<file path="config.mk">
export PLATFORM = sky130hd
export DESIGN_NAME = ris_top
export DESIGN_NICKNAME = d
export VERILOG_FILES = /design/src/ris_pkg.sv /design/src/ris_top.sv /design/src/ris_ref_pick.sv
export SDC_FILE = /design/constraint.sdc
export NUM_CORES = 1
export LEC_CHECK = 0
export BUFFER_PORTS_ARGS = -buffer_cell sky130_fd_sc_hd__buf_2
export CORE_ASPECT_RATIO = 0.9
export CORE_MARGIN = 8
export CORE_UTILIZATION = 45
export DETAILED_ROUTE_END_ITERATION = 10
export PLACE_DENSITY = 0.8
export SLEW_MARGIN = 20
export SYNTH_ARGS = -nofsm -noshare
export SYNTH_HDL_FRONTEND = slang
export SYNTH_SLANG_ARGS = --single-unit
</file>
<file path="constraint.sdc">
create_clock -name aclk -period 2 [get_ports aclk]
set_clock_uncertainty 0.15 [all_clocks]
set_input_delay 0.2 -clock aclk [delete_from_list [all_inputs] [get_ports aclk]]
set_output_delay 0.2 -clock aclk [all_outputs]
set_load 0.05 [all_outputs]
</file>
<file path="src/ris_pkg.sv">
// Contract
// - secondary buffer mode field, resets crystal
// - primary buffer mode, 2/3 disabled, resets differential
// - second loop reference choice field encoding
// - pin mode second loop: low/mid secondary, high auto
// - first loop reference choice, resets pin mode
// - pin mode first loop: low primary, else auto
// - glitchfree mux skip bit, reset zero
// - crystal buffer off after switch unless keep bit
// - secondary gain bit, resets maximum
// - primary gain bit, resets maximum
package ris_pkg;

  // ----------------------------------------
  // register map
  // ----------------------------------------
  // printed offsets are not all multiples of four: indices, byte addr = 4*idx
  localparam logic [7:0] RIS_SELECT_IDX = 8'h32;
  localparam logic [7:0] RIS_CONTROL_IDX = 8'h33;
  localparam logic [9:0] RIS_SELECT_ADDR = {RIS_SELECT_IDX, 2'b00};
  localparam logic [9:0] RIS_CONTROL_ADDR = {RIS_CONTROL_IDX, 2'b00};
  localparam logic [9:0] RIS_STATUS_ADDR = 10'h0D0;

  // ----------------------------------------
  // field positions and reset values
  // ----------------------------------------
  localparam int RIS_SEC_MODE_LSB = 6;
  localparam int RIS_PRI_MODE_LSB = 4;
  localparam int RIS_LOOP2_LSB = 2;
  localparam int RIS_LOOP1_LSB = 0;
  localparam int RIS_SKIP_BIT = 7;
  localparam int RIS_KEEP_BIT = 2;
  localparam int RIS_SEC_GAIN_BIT = 1;
  localparam int RIS_PRI_GAIN_BIT = 0;
  localparam logic [7:0] RIS_SELECT_RST = 8'h95;
  localparam logic [7:0] RIS_CONTROL_RST = 8'h03;

  // ----------------------------------------
  // encodings
  // ----------------------------------------
  localparam logic [1:0] RIS_SEC_CRYSTAL = 2'h2;
  localparam logic [1:0] RIS_SEC_OFF = 2'h3;
  localparam logic [1:0] RIS_REF_AUTO = 2'h0;
  localparam logic [1:0] RIS_REF_PIN = 2'h1;
  localparam logic [1:0] RIS_REF_PRI = 2'h2;
  localparam logic [1:0] RIS_REF_SEC = 2'h3;
  localparam logic [1:0] RIS_RESP_OKAY = 2'h0;
  localparam logic [1:0] RIS_RESP_SLVERR = 2'h2;

  typedef enum logic [1:0] {
    RIS_PIN_LOW,
    RIS_PIN_MID,
    RIS_PIN_HIGH
  } ris_pin_type;

  // per-loop status: use_secondary toward the analog side, auto_mode only to the status register
  typedef struct packed {
    logic use_secondary;
    logic auto_mode;
  } ris_loop_type;

endpackage

</file>
<file path="src/ris_top.sv">
`timescale 1ns/1ns
`default_nettype none
module ris_top
  import ris_pkg::*;
(
  // clock and reset
  input wire logic aclk,
  input wire logic aresetn,
  // axi4-lite write
  input wire logic [9:0] s_axi_awaddr,
  input wire logic s_axi_awvalid,
  output logic s_axi_awready,
  input wire logic [31:0] s_axi_wdata,
  input wire logic [3:0] s_axi_wstrb,
  input wire logic s_axi_wvalid,
  output logic s_axi_wready,
  output logic [1:0] s_axi_bresp,
  output logic s_axi_bvalid,
  input wire logic s_axi_bready,
  // axi4-lite read
  input wire logic [9:0] s_axi_araddr,
  input wire logic s_axi_arvalid,
  output logic s_axi_arready,
  output logic [31:0] s_axi_rdata,
  output logic [1:0] s_axi_rresp,
  output logic s_axi_rvalid,
  input wire logic s_axi_rready,
  // reference status and pin
  input wire logic [1:0] reference_choice_pin,
  input wire logic primary_valid,
  input wire logic secondary_valid,
  // buffer and mux controls
  output logic [1:0] secondary_buffer_mode,
  output logic [1:0] primary_buffer_mode,
  output logic primary_enable,
  output logic secondary_enable,
  output logic secondary_buffer_gain,
  output logic primary_buffer_gain,
  output logic glitchfree_mux_skip,
  output logic first_loop_use_secondary,
  output logic second_loop_use_secondary
);

  typedef struct packed {
    logic [7:0] sel;
    logic [7:0] ctl;
    logic aw_got;
    logic [9:0] aw;
    logic w_got;
    logic [31:0] wd;
    logic [3:0] ws;
    logic bvalid;
    logic [1:0] bresp;
    logic arready;
    logic rvalid;
    logic [31:0] rdata;
    logic [1:0] rresp;
    logic xtal_off;
    logic [1:0] loop_sec;
    logic [1:0] auto_seen;
    logic [1:0] sec_mode;
    logic [1:0] pri_mode;
    logic pri_en;
    logic sec_en;
    logic sec_gain;
    logic pri_gain;
    logic skip;
  } ris_state_type;

  ris_state_type st_r, st_nxt;
  ris_pin_type pin_lvl;
  ris_loop_type pick1, pick2;

  // ----------------------------------------
  // reference selection
  // ----------------------------------------
  // pin codes 0 low, 1 mid, 2 or 3 high
  always_comb begin
    if (reference_choice_pin == 2'h0) begin
      pin_lvl = RIS_PIN_LOW;
    end else if (reference_choice_pin == 2'h1) begin
      pin_lvl = RIS_PIN_MID;
    end else begin
      pin_lvl = RIS_PIN_HIGH;
    end
  end

  ris_ref_pick #(
    .PIN_LOW_SEC(1'b0),
    .PIN_MID_SEC(1'b0)
  ) u_first (
    .choice(st_r.sel[RIS_LOOP1_LSB +: 2]),
    .pin(pin_lvl),
    .primary_valid(primary_valid),
    .pick(pick1)
  );

  ris_ref_pick #(
    .PIN_LOW_SEC(1'b1),
    .PIN_MID_SEC(1'b1)
  ) u_second (
    .choice(st_r.sel[RIS_LOOP2_LSB +: 2]),
    .pin(pin_lvl),
    .primary_valid(primary_valid),
    .pick(pick2)
  );

  function automatic logic [31:0] ris_merge(input logic [31:0] old,
      input logic [31:0] nw, input logic [3:0] be);
    logic [31:0] r;
    r = old;
    for (int i = 0; i < 4; i++) begin
      if (be[i]) begin
        r[i*8 +: 8] = nw[i*8 +: 8];
      end
    end
    return r;
  endfunction

  // ----------------------------------------
  // next state
  // ----------------------------------------
  always_comb begin
    logic [31:0] mw;
    logic sw;
    mw = 32'h0;
    sw = 1'b0;
    st_nxt = st_r;
    // write channel
    if (s_axi_awvalid && !st_r.aw_got) begin
      st_nxt.aw_got = 1'b1;
      st_nxt.aw = s_axi_awaddr;
    end
    if (s_axi_wvalid && !st_r.w_got) begin
      st_nxt.w_got = 1'b1;
      st_nxt.wd = s_axi_wdata;
      st_nxt.ws = s_axi_wstrb;
    end
    if (st_r.aw_got && st_r.w_got && !st_r.bvalid) begin
      st_nxt.bvalid = 1'b1;
      st_nxt.bresp = RIS_RESP_OKAY;
      if (st_r.aw[9:2] == RIS_SELECT_IDX) begin
        mw = ris_merge({24'h0, st_r.sel}, st_r.wd, st_r.ws);
        st_nxt.sel = mw[7:0];
      end else if (st_r.aw[9:2] == RIS_CONTROL_IDX) begin
        mw = ris_merge({24'h0, st_r.ctl}, st_r.wd, st_r.ws);
        st_nxt.ctl = mw[7:0];
      end else if (st_r.aw[9:2] != RIS_STATUS_ADDR[9:2]) begin
        st_nxt.bresp = RIS_RESP_SLVERR;
      end
    end
    // address and data stay held until the response is taken
    if (st_r.bvalid && s_axi_bready) begin
      st_nxt.bvalid = 1'b0;
      st_nxt.aw_got = 1'b0;
      st_nxt.w_got = 1'b0;
    end
    // read channel
    st_nxt.arready = 1'b0;
    if (s_axi_arvalid && !st_r.arready && !st_r.rvalid) begin
      st_nxt.arready = 1'b1;
      st_nxt.rvalid = 1'b1;
      st_nxt.rresp = RIS_RESP_OKAY;
      st_nxt.rdata = 32'h0;
      if (s_axi_araddr[9:2] == RIS_SELECT_IDX) begin
        st_nxt.rdata = {24'h0, st_r.sel};
      end else if (s_axi_araddr[9:2] == RIS_CONTROL_IDX) begin
        st_nxt.rdata = {24'h0, st_r.ctl};
      end else if (s_axi_araddr[9:2] == RIS_STATUS_ADDR[9:2]) begin
        st_nxt.rdata = {24'h0, primary_valid, secondary_valid,
          st_r.xtal_off, st_r.auto_seen, st_r.loop_sec, st_r.sec_en};
      end else begin
        st_nxt.rresp = RIS_RESP_SLVERR;
      end
    end
    if (st_r.rvalid && s_axi_rready) begin
      st_nxt.rvalid = 1'b0;
    end
    // reference switch and crystal buffer
    st_nxt.loop_sec = {pick2.use_secondary, pick1.use_secondary};
    st_nxt.auto_seen = {pick2.auto_mode, pick1.auto_mode};
    sw = (st_nxt.loop_sec != st_r.loop_sec);
    if (sw && st_nxt.loop_sec == 2'b00 && !st_r.ctl[RIS_KEEP_BIT]) begin
      st_nxt.xtal_off = 1'b1;
    end else if (st_nxt.loop_sec != 2'b00 || st_r.ctl[RIS_KEEP_BIT]) begin
      st_nxt.xtal_off = 1'b0;
    end
    // outputs
    st_nxt.sec_mode = st_r.sel[RIS_SEC_MODE_LSB +: 2];
    st_nxt.pri_mode = st_r.sel[RIS_PRI_MODE_LSB +: 2];
    st_nxt.pri_en = !st_r.sel[RIS_PRI_MODE_LSB + 1];
    st_nxt.sec_en = (st_r.sel[RIS_SEC_MODE_LSB +: 2] != RIS_SEC_OFF) &&
      !(st_r.xtal_off &&
      st_r.sel[RIS_SEC_MODE_LSB +: 2] == RIS_SEC_CRYSTAL);
    st_nxt.sec_gain = st_r.ctl[RIS_SEC_GAIN_BIT];
    st_nxt.pri_gain = st_r.ctl[RIS_PRI_GAIN_BIT];
    st_nxt.skip = st_r.ctl[RIS_SKIP_BIT];
  end

  always_ff @(posedge aclk) begin
    if (!aresetn) begin
      st_r <= '0;
      st_r.sel <= RIS_SELECT_RST;
      st_r.ctl <= RIS_CONTROL_RST;
      st_r.sec_mode <= RIS_SELECT_RST[RIS_SEC_MODE_LSB +: 2];
      st_r.pri_mode <= RIS_SELECT_RST[RIS_PRI_MODE_LSB +: 2];
      st_r.pri_en <= 1'b1;
      st_r.sec_en <= 1'b1;
      st_r.sec_gain <= 1'b1;
      st_r.pri_gain <= 1'b1;
    end else begin
      st_r <= st_nxt;
    end
  end

  // ----------------------------------------
  // outputs
  // ----------------------------------------
  assign s_axi_awready = !st_r.aw_got;
  assign s_axi_wready = !st_r.w_got;
  assign s_axi_bvalid = st_r.bvalid;
  assign s_axi_bresp = st_r.bresp;
  assign s_axi_arready = st_r.arready;
  assign s_axi_rvalid = st_r.rvalid;
  assign s_axi_rdata = st_r.rdata;
  assign s_axi_rresp = st_r.rresp;
  assign secondary_buffer_mode = st_r.sec_mode;
  assign primary_buffer_mode = st_r.pri_mode;
  assign primary_enable = st_r.pri_en;
  assign secondary_enable = st_r.sec_en;
  assign secondary_buffer_gain = st_r.sec_gain;
  assign primary_buffer_gain = st_r.pri_gain;
  assign glitchfree_mux_skip = st_r.skip;
  assign first_loop_use_secondary = st_r.loop_sec[0];
  assign second_loop_use_secondary = st_r.loop_sec[1];

endmodule
`default_nettype wire

</file>
<file path="src/ris_ref_pick.sv">
`timescale 1ns/1ns
`default_nettype none
module ris_ref_pick
  import ris_pkg::*;
#(
  parameter bit PIN_LOW_SEC = 1'b0,
  parameter bit PIN_MID_SEC = 1'b0
) (
  // choice
  input wire logic [1:0] choice,
  input wire ris_pin_type pin,
  input wire logic primary_valid,
  // result
  output ris_loop_type pick
);

  logic auto_on;

  always_comb begin
    auto_on = 1'b0;
    pick.use_secondary = 1'b0;
    case (choice)
      RIS_REF_AUTO: auto_on = 1'b1;
      RIS_REF_PIN: begin
        if (pin == RIS_PIN_LOW) begin
          pick.use_secondary = PIN_LOW_SEC;
        end else if (pin == RIS_PIN_MID && PIN_MID_SEC) begin
          pick.use_secondary = 1'b1;
        end else begin
          auto_on = 1'b1;
        end
      end
      RIS_REF_PRI: pick.use_secondary = 1'b0;
      default: pick.use_secondary = 1'b1;
    endcase
    if (auto_on) begin
      pick.use_secondary = !primary_valid;
    end
    pick.auto_mode = auto_on;
  end

endmodule
`default_nettype wire

</file>
Word level (Yosys, flattened, before mapping)
Index checks and enable logic that the tools add are counted.
{"block": "word_totals", "regBits": 90, "latch_bits": 0, "mem_bits_rw": 0, "romBits": 0, "in_bits": 67, "out_inout_bits": 52, "elab_cells": 100, "memories": 0}
{"block": "classes", "n_addsub": 0, "mul": 0, "n_div": 0, "n_lt_le_gt_ge": 0, "eq_ne": 15, "n_shift": 0, "muxes": 25, "n_bitwise": 2, "reduce_logical": 35}
{"cell": "$eq A8 B6 Y1 const B", "count": 5}
{"cell": "$mux W36", "count": 1}
{"cell": "$mux W32", "count": 1}
{"cell": "$mux W2", "count": 8}
{"cell": "$mux W8", "count": 2}
{"cell": "$logic_and A1 B1 Y1", "count": 12}
{"cell": "$logic_not A2 Y1", "count": 5}
{"cell": "$mux W1", "count": 10}
{"cell": "$logic_not A1 Y1", "count": 9}
{"cell": "$eq A2 B1 Y1 const B", "count": 4}
{"cell": "$ne A8 B6 Y1 const B", "count": 1}
{"cell": "$eq A2 B2 Y1 const B", "count": 3}
{"cell": "$pmux W1 S2", "count": 3}
{"cell": "$reduce_or A2 Y1", "count": 3}
{"cell": "$reduce_and A4 Y1", "count": 1}
{"cell": "$reduce_bool A2 Y1", "count": 2}
{"cell": "$reduce_and A3 Y1", "count": 1}
{"cell": "$reduce_or A3 Y1", "count": 1}
{"cell": "$ne A2 B2 Y1", "count": 1}
{"cell": "$ne A2 B2 Y1 const B", "count": 1}
{"cell": "$not A1 Y1", "count": 2}
{"cell": "$logic_or A1 B1 Y1", "count": 1}

Logic depth before layout (Yosys ltp)
{"block": "logic_depth", "depth_word": 12, "mapped_depth": 5, "depth_no_buf": 3}

Modules after synthesis
Synthesis repeated with hierarchy kept, for this count alone.
{"block": "unflattened", "cells_unflattened": 284, "area_unflattened_um2": 2841.5}
{"module": "ris_top", "n_inst": 1, "cells_each": 274, "area_per_inst_um2": 2770.2}
{"module": "ris_ref_pick (u_first)", "n_inst": 1, "cells_each": 5, "area_per_inst_um2": 40.0}
{"module": "ris_ref_pick (u_second)", "n_inst": 1, "cells_each": 5, "area_per_inst_um2": 31.3}

Worst setup path after synthesis
No wires, ideal clock.
{"block": "synth_timing", "kind": "reg-to-reg", "startpoint": "reg st_r, in the netlist s_axi_bvalid", "endpoint": "reg st_r, in the netlist st_nxt[5]", "setup_ns": 0.121, "t_arrival_ns": 1.673, "required_time_ns": 1.729, "setup_slack_ns": 0.056, "path_stages_with_launch": 4, "n_path_buf": 0, "period_less_slack_ns": 1.944, "cell_sequence": "dfxtp_1 > nand3b_4 > nor4_4 > mux2_2"}
{"block": "synth_via", "elab_chain_len": 3}
{"element": "start: declaration", "line_no": "ris_top.sv:70", "rtl": "ris_state_type st_r, st_nxt;"}
{"element": "start signal: assignment", "line_no": "ris_top.sv:212", "rtl": "st_r <= st_nxt;"}
{"element": "$logic_not A1 Y1", "line_no": "ris_top.sv:139", "rtl": "if (st_r.aw_got && st_r.w_got && !st_r.bvalid) begin"}
{"element": "$logic_and A1 B1 Y1", "line_no": "ris_top.sv:139"}
{"element": "$reduce_and A3 Y1 (no source line)"}
No other way between the ends.
A chain may end at the register's enable or synchronous reset.

Worst setup path after layout
{"block": "layout_timing", "startpoint": "reg st_r[89] (netlist bit)", "endpoint": "reg st_r[111] (netlist bit)"}
{"block": "layout_via", "elab_chain_len": 3}
{"element": "$logic_and A1 B1 Y1 (2 in a row)", "line_no": "ris_top.sv:139"}
{"element": "$reduce_and A3 Y1 (no source line)"}
No other way between the ends.

==> run metrics <==
status complete, no violations; leading cell type by number of instances after synthesis dfxtp_1; nets between 400 and 500; Detailed Place HPWL roughly 4300 um; final setup vio count 0; Clk Latency, worst-skew pair 0.32 ns; Max Freq roughly 0.60 GHz; yosys warns 0; Fin Setup TNS 0 ns; CTS tree done; dpl cells just under 400; GRT Util Overall between 10% and 20%; vias in the first global route 2083; Initial Util between 40 and 50%; CP Capture Type register; routed length per instance approximately 14 um; cts repair resizes 0; post-CTS setup buffer count 0; clock slew at reported path FFs around 0.06 ns; detailed-route wire length 5870 um; Rows 27; largest net degree at the start of global routing 55; maximum VDD drop approximately 0.00048 V; Cell Area, Placed 2990 um2; Cell Chain, Critical Path nand3b_4, nor4_4, buf_4, mux2i_1; CP arrival around 1.8 ns; WS Path Type register to register; Die ar. between 8000 and 9000 um2; routability cong. between 0.7 and 0.8; Yosys top cell area share around 44%; DRC viols 0; Routed Antenna Nets 0; count of final max-slew check failures 0; final period utilization 84.0%; global-route wire length before repair between 9000 and 10000 um; Via density between 4 and 5; met3 Use GR slightly above 5%; routed vias 2035; unrepaired setup endpoints after global routing no; met1 Usage GRT roughly 14%; final core occ about 55%; post-synthesis sequential area ratio between 40 and 50%; Post-synth ARST share 0%; Leak about 0.0014 uW; First-pass DRT Iterations 4; dominant cells by area after synthesis dfxtp_1 (44%), buf_4 (11%), mux2i_1 (7.9%); CP peak stage delay approximately 0.45 ns; Yosys reg bits 62; CTS max path bufs 2; crit path max-delay cell type nor4_4; final cell count without fillers 425; Post-Synthesis Cells about 280; Slew Limit Headroom between 50% and 60%; Core Box Area approximately 6000 um2; cts bufs inserted 9; CP required 2.11 ns; synthesized area about 2800 um2; Die H 90.8 um; final hold violation count 0; H-tree levels 3; Max Cap Viol 0; Max FO, Critical Path 5; Yosys cell types 38; initial drt markers ~110; pwr/cell area a little under 800 nW/um2; Area Growth Syn to Fin 19.9%; synth cell count leaders dfxtp_1 (62), buf_4 (40), nand2_1 (36); Filler cells 529; Startpoint Class register; global routing's busiest layer met2; cell taking the most area after synthesis dfxtp_1; io pins between 100 and 150; Least-Margin Pin Slew ~0.66 ns; IO buf count between 60 and 70; post-route cell area between 3000 and 4000 um2; Main synth FF type dfxtp_1; total gr overflow 0; Hold Crit Class input pin to register; initial antenna violation count 0; fin crit period 1.68 ns; die width about 99 um; clock root buffer clkbuf_8; EDFF count, synth 0; clk sinks 62; antenna fix cells 0; Post-Syn Area per Cell roughly 10 um2; fraction of layout cells with a size suffix above 1 27.5%; grt met2 use approximately a fifth
worst max-delay path: cells and delay by family, from the launching register on:
| kind | cells | cell delay (ns) |
|---|---|---|
| muxes | 1 | 0.18 |
| DFF | 1 | 0.42 |
| and+or+nand+nor | 2 | 0.60 |
| buffers and inverters | 1 | 0.25 |
registers in the layout (all words and copies together), names as in the netlist, 2 cells and up:
name / cells
primary_buffer_mode: 2
s_axi_rdata: 8
secondary_buffer_mode: 2
st_nxt: 7
st_r: 31
path summary, 6_finish.rpt:
check	startpoint	endpoint	cells after the start	slack, ns
setup / recovery	st_r[89]	st_r[111]	4	0.32
hold / removal	s_axi_awaddr[6]	st_r[96]	3	0.004
setup reg to reg	st_r[89]	st_r[111]	4	0.32
hold reg to reg	st_nxt[8]	secondary_enable	1	0.29
through the flow:
stage	worst slack, ns	power [uW]	hold WS (ns)
floorplan	0.0563	1640	0.160
global route	0.262	2790	0.0107
CTS	0.324	2690	0.000326
detailed placement	0.341	1680	0.262
finish	0.320	2670	0.00424
global placement	0.371	1670	0.256
repair_timing:
item / in CTS / in global routing
endpoints found under the setup margin: 0 / 0
hold endpoints to repair: 18 / 0
hold buffers: 18 / 0
metal layers:
layer	routed length [um]	part of all wire, %
met1	2530	43
met2	2790	48
met4	152	2.6
met5	0	0
met3	395	6.7
cell usage in the layout, fill, tap and decap left out, types with 2 or more instances in the layout:
master,Yosys,layout
buf_2,0,61
a22oi_1,7,7
nor4_4,2,2
buf_4,40,7
mux2i_1,22,22
a21boi_0,11,11
o2bb2ai_1,9,9
mux2_2,10,10
inv_1,7,7
conb_1,1,26
and2_1,2,2
nor3b_1,4,4
nor2b_1,19,19
dlygate4sd3_1,0,18
nor2_1,2,2
clkbuf_8,0,12
o21a_1,3,3
dfxtp_1,62,62
nand2_1,36,36
nand2b_1,10,10
clkbuf_1,11,4
layout make-up:
class | count | area, um2 | share of cell area (%)
repair buffers | 86 | 538 | 16.1
well taps | 72 | 90.1 | 2.69
multi-input cells | 182 | 1270 | 38.1
flip-flops and latches | 62 | 1240 | 37.0
clock buffers | 16 | 180 | 5.38
inverters | 7 | 26.3 | 0.784
where the power goes:
group / switching [uW] / leakage, uW / internal [uW] / total, uW
Sequential: 28.7 / 0.000505 / 1270 / 1300
Clock: 431 / 0.0000910 / 554 / 985
Combinational: 254 / 0.000809 / 126 / 380
cells by family after synthesis:
| group | count (synthesis) | share of synthesized area, % |
|---|---|---|
| simple gates | 86 | 19.2 |
| flops | 62 | 44.4 |
| other cells | 1 | 0.134 |
| buf+inv | 59 | 13.3 |
| compound gates | 37 | 10.5 |
| mux | 33 | 12.4 |
Note: power is estimated with default switching activity, not from simulation.
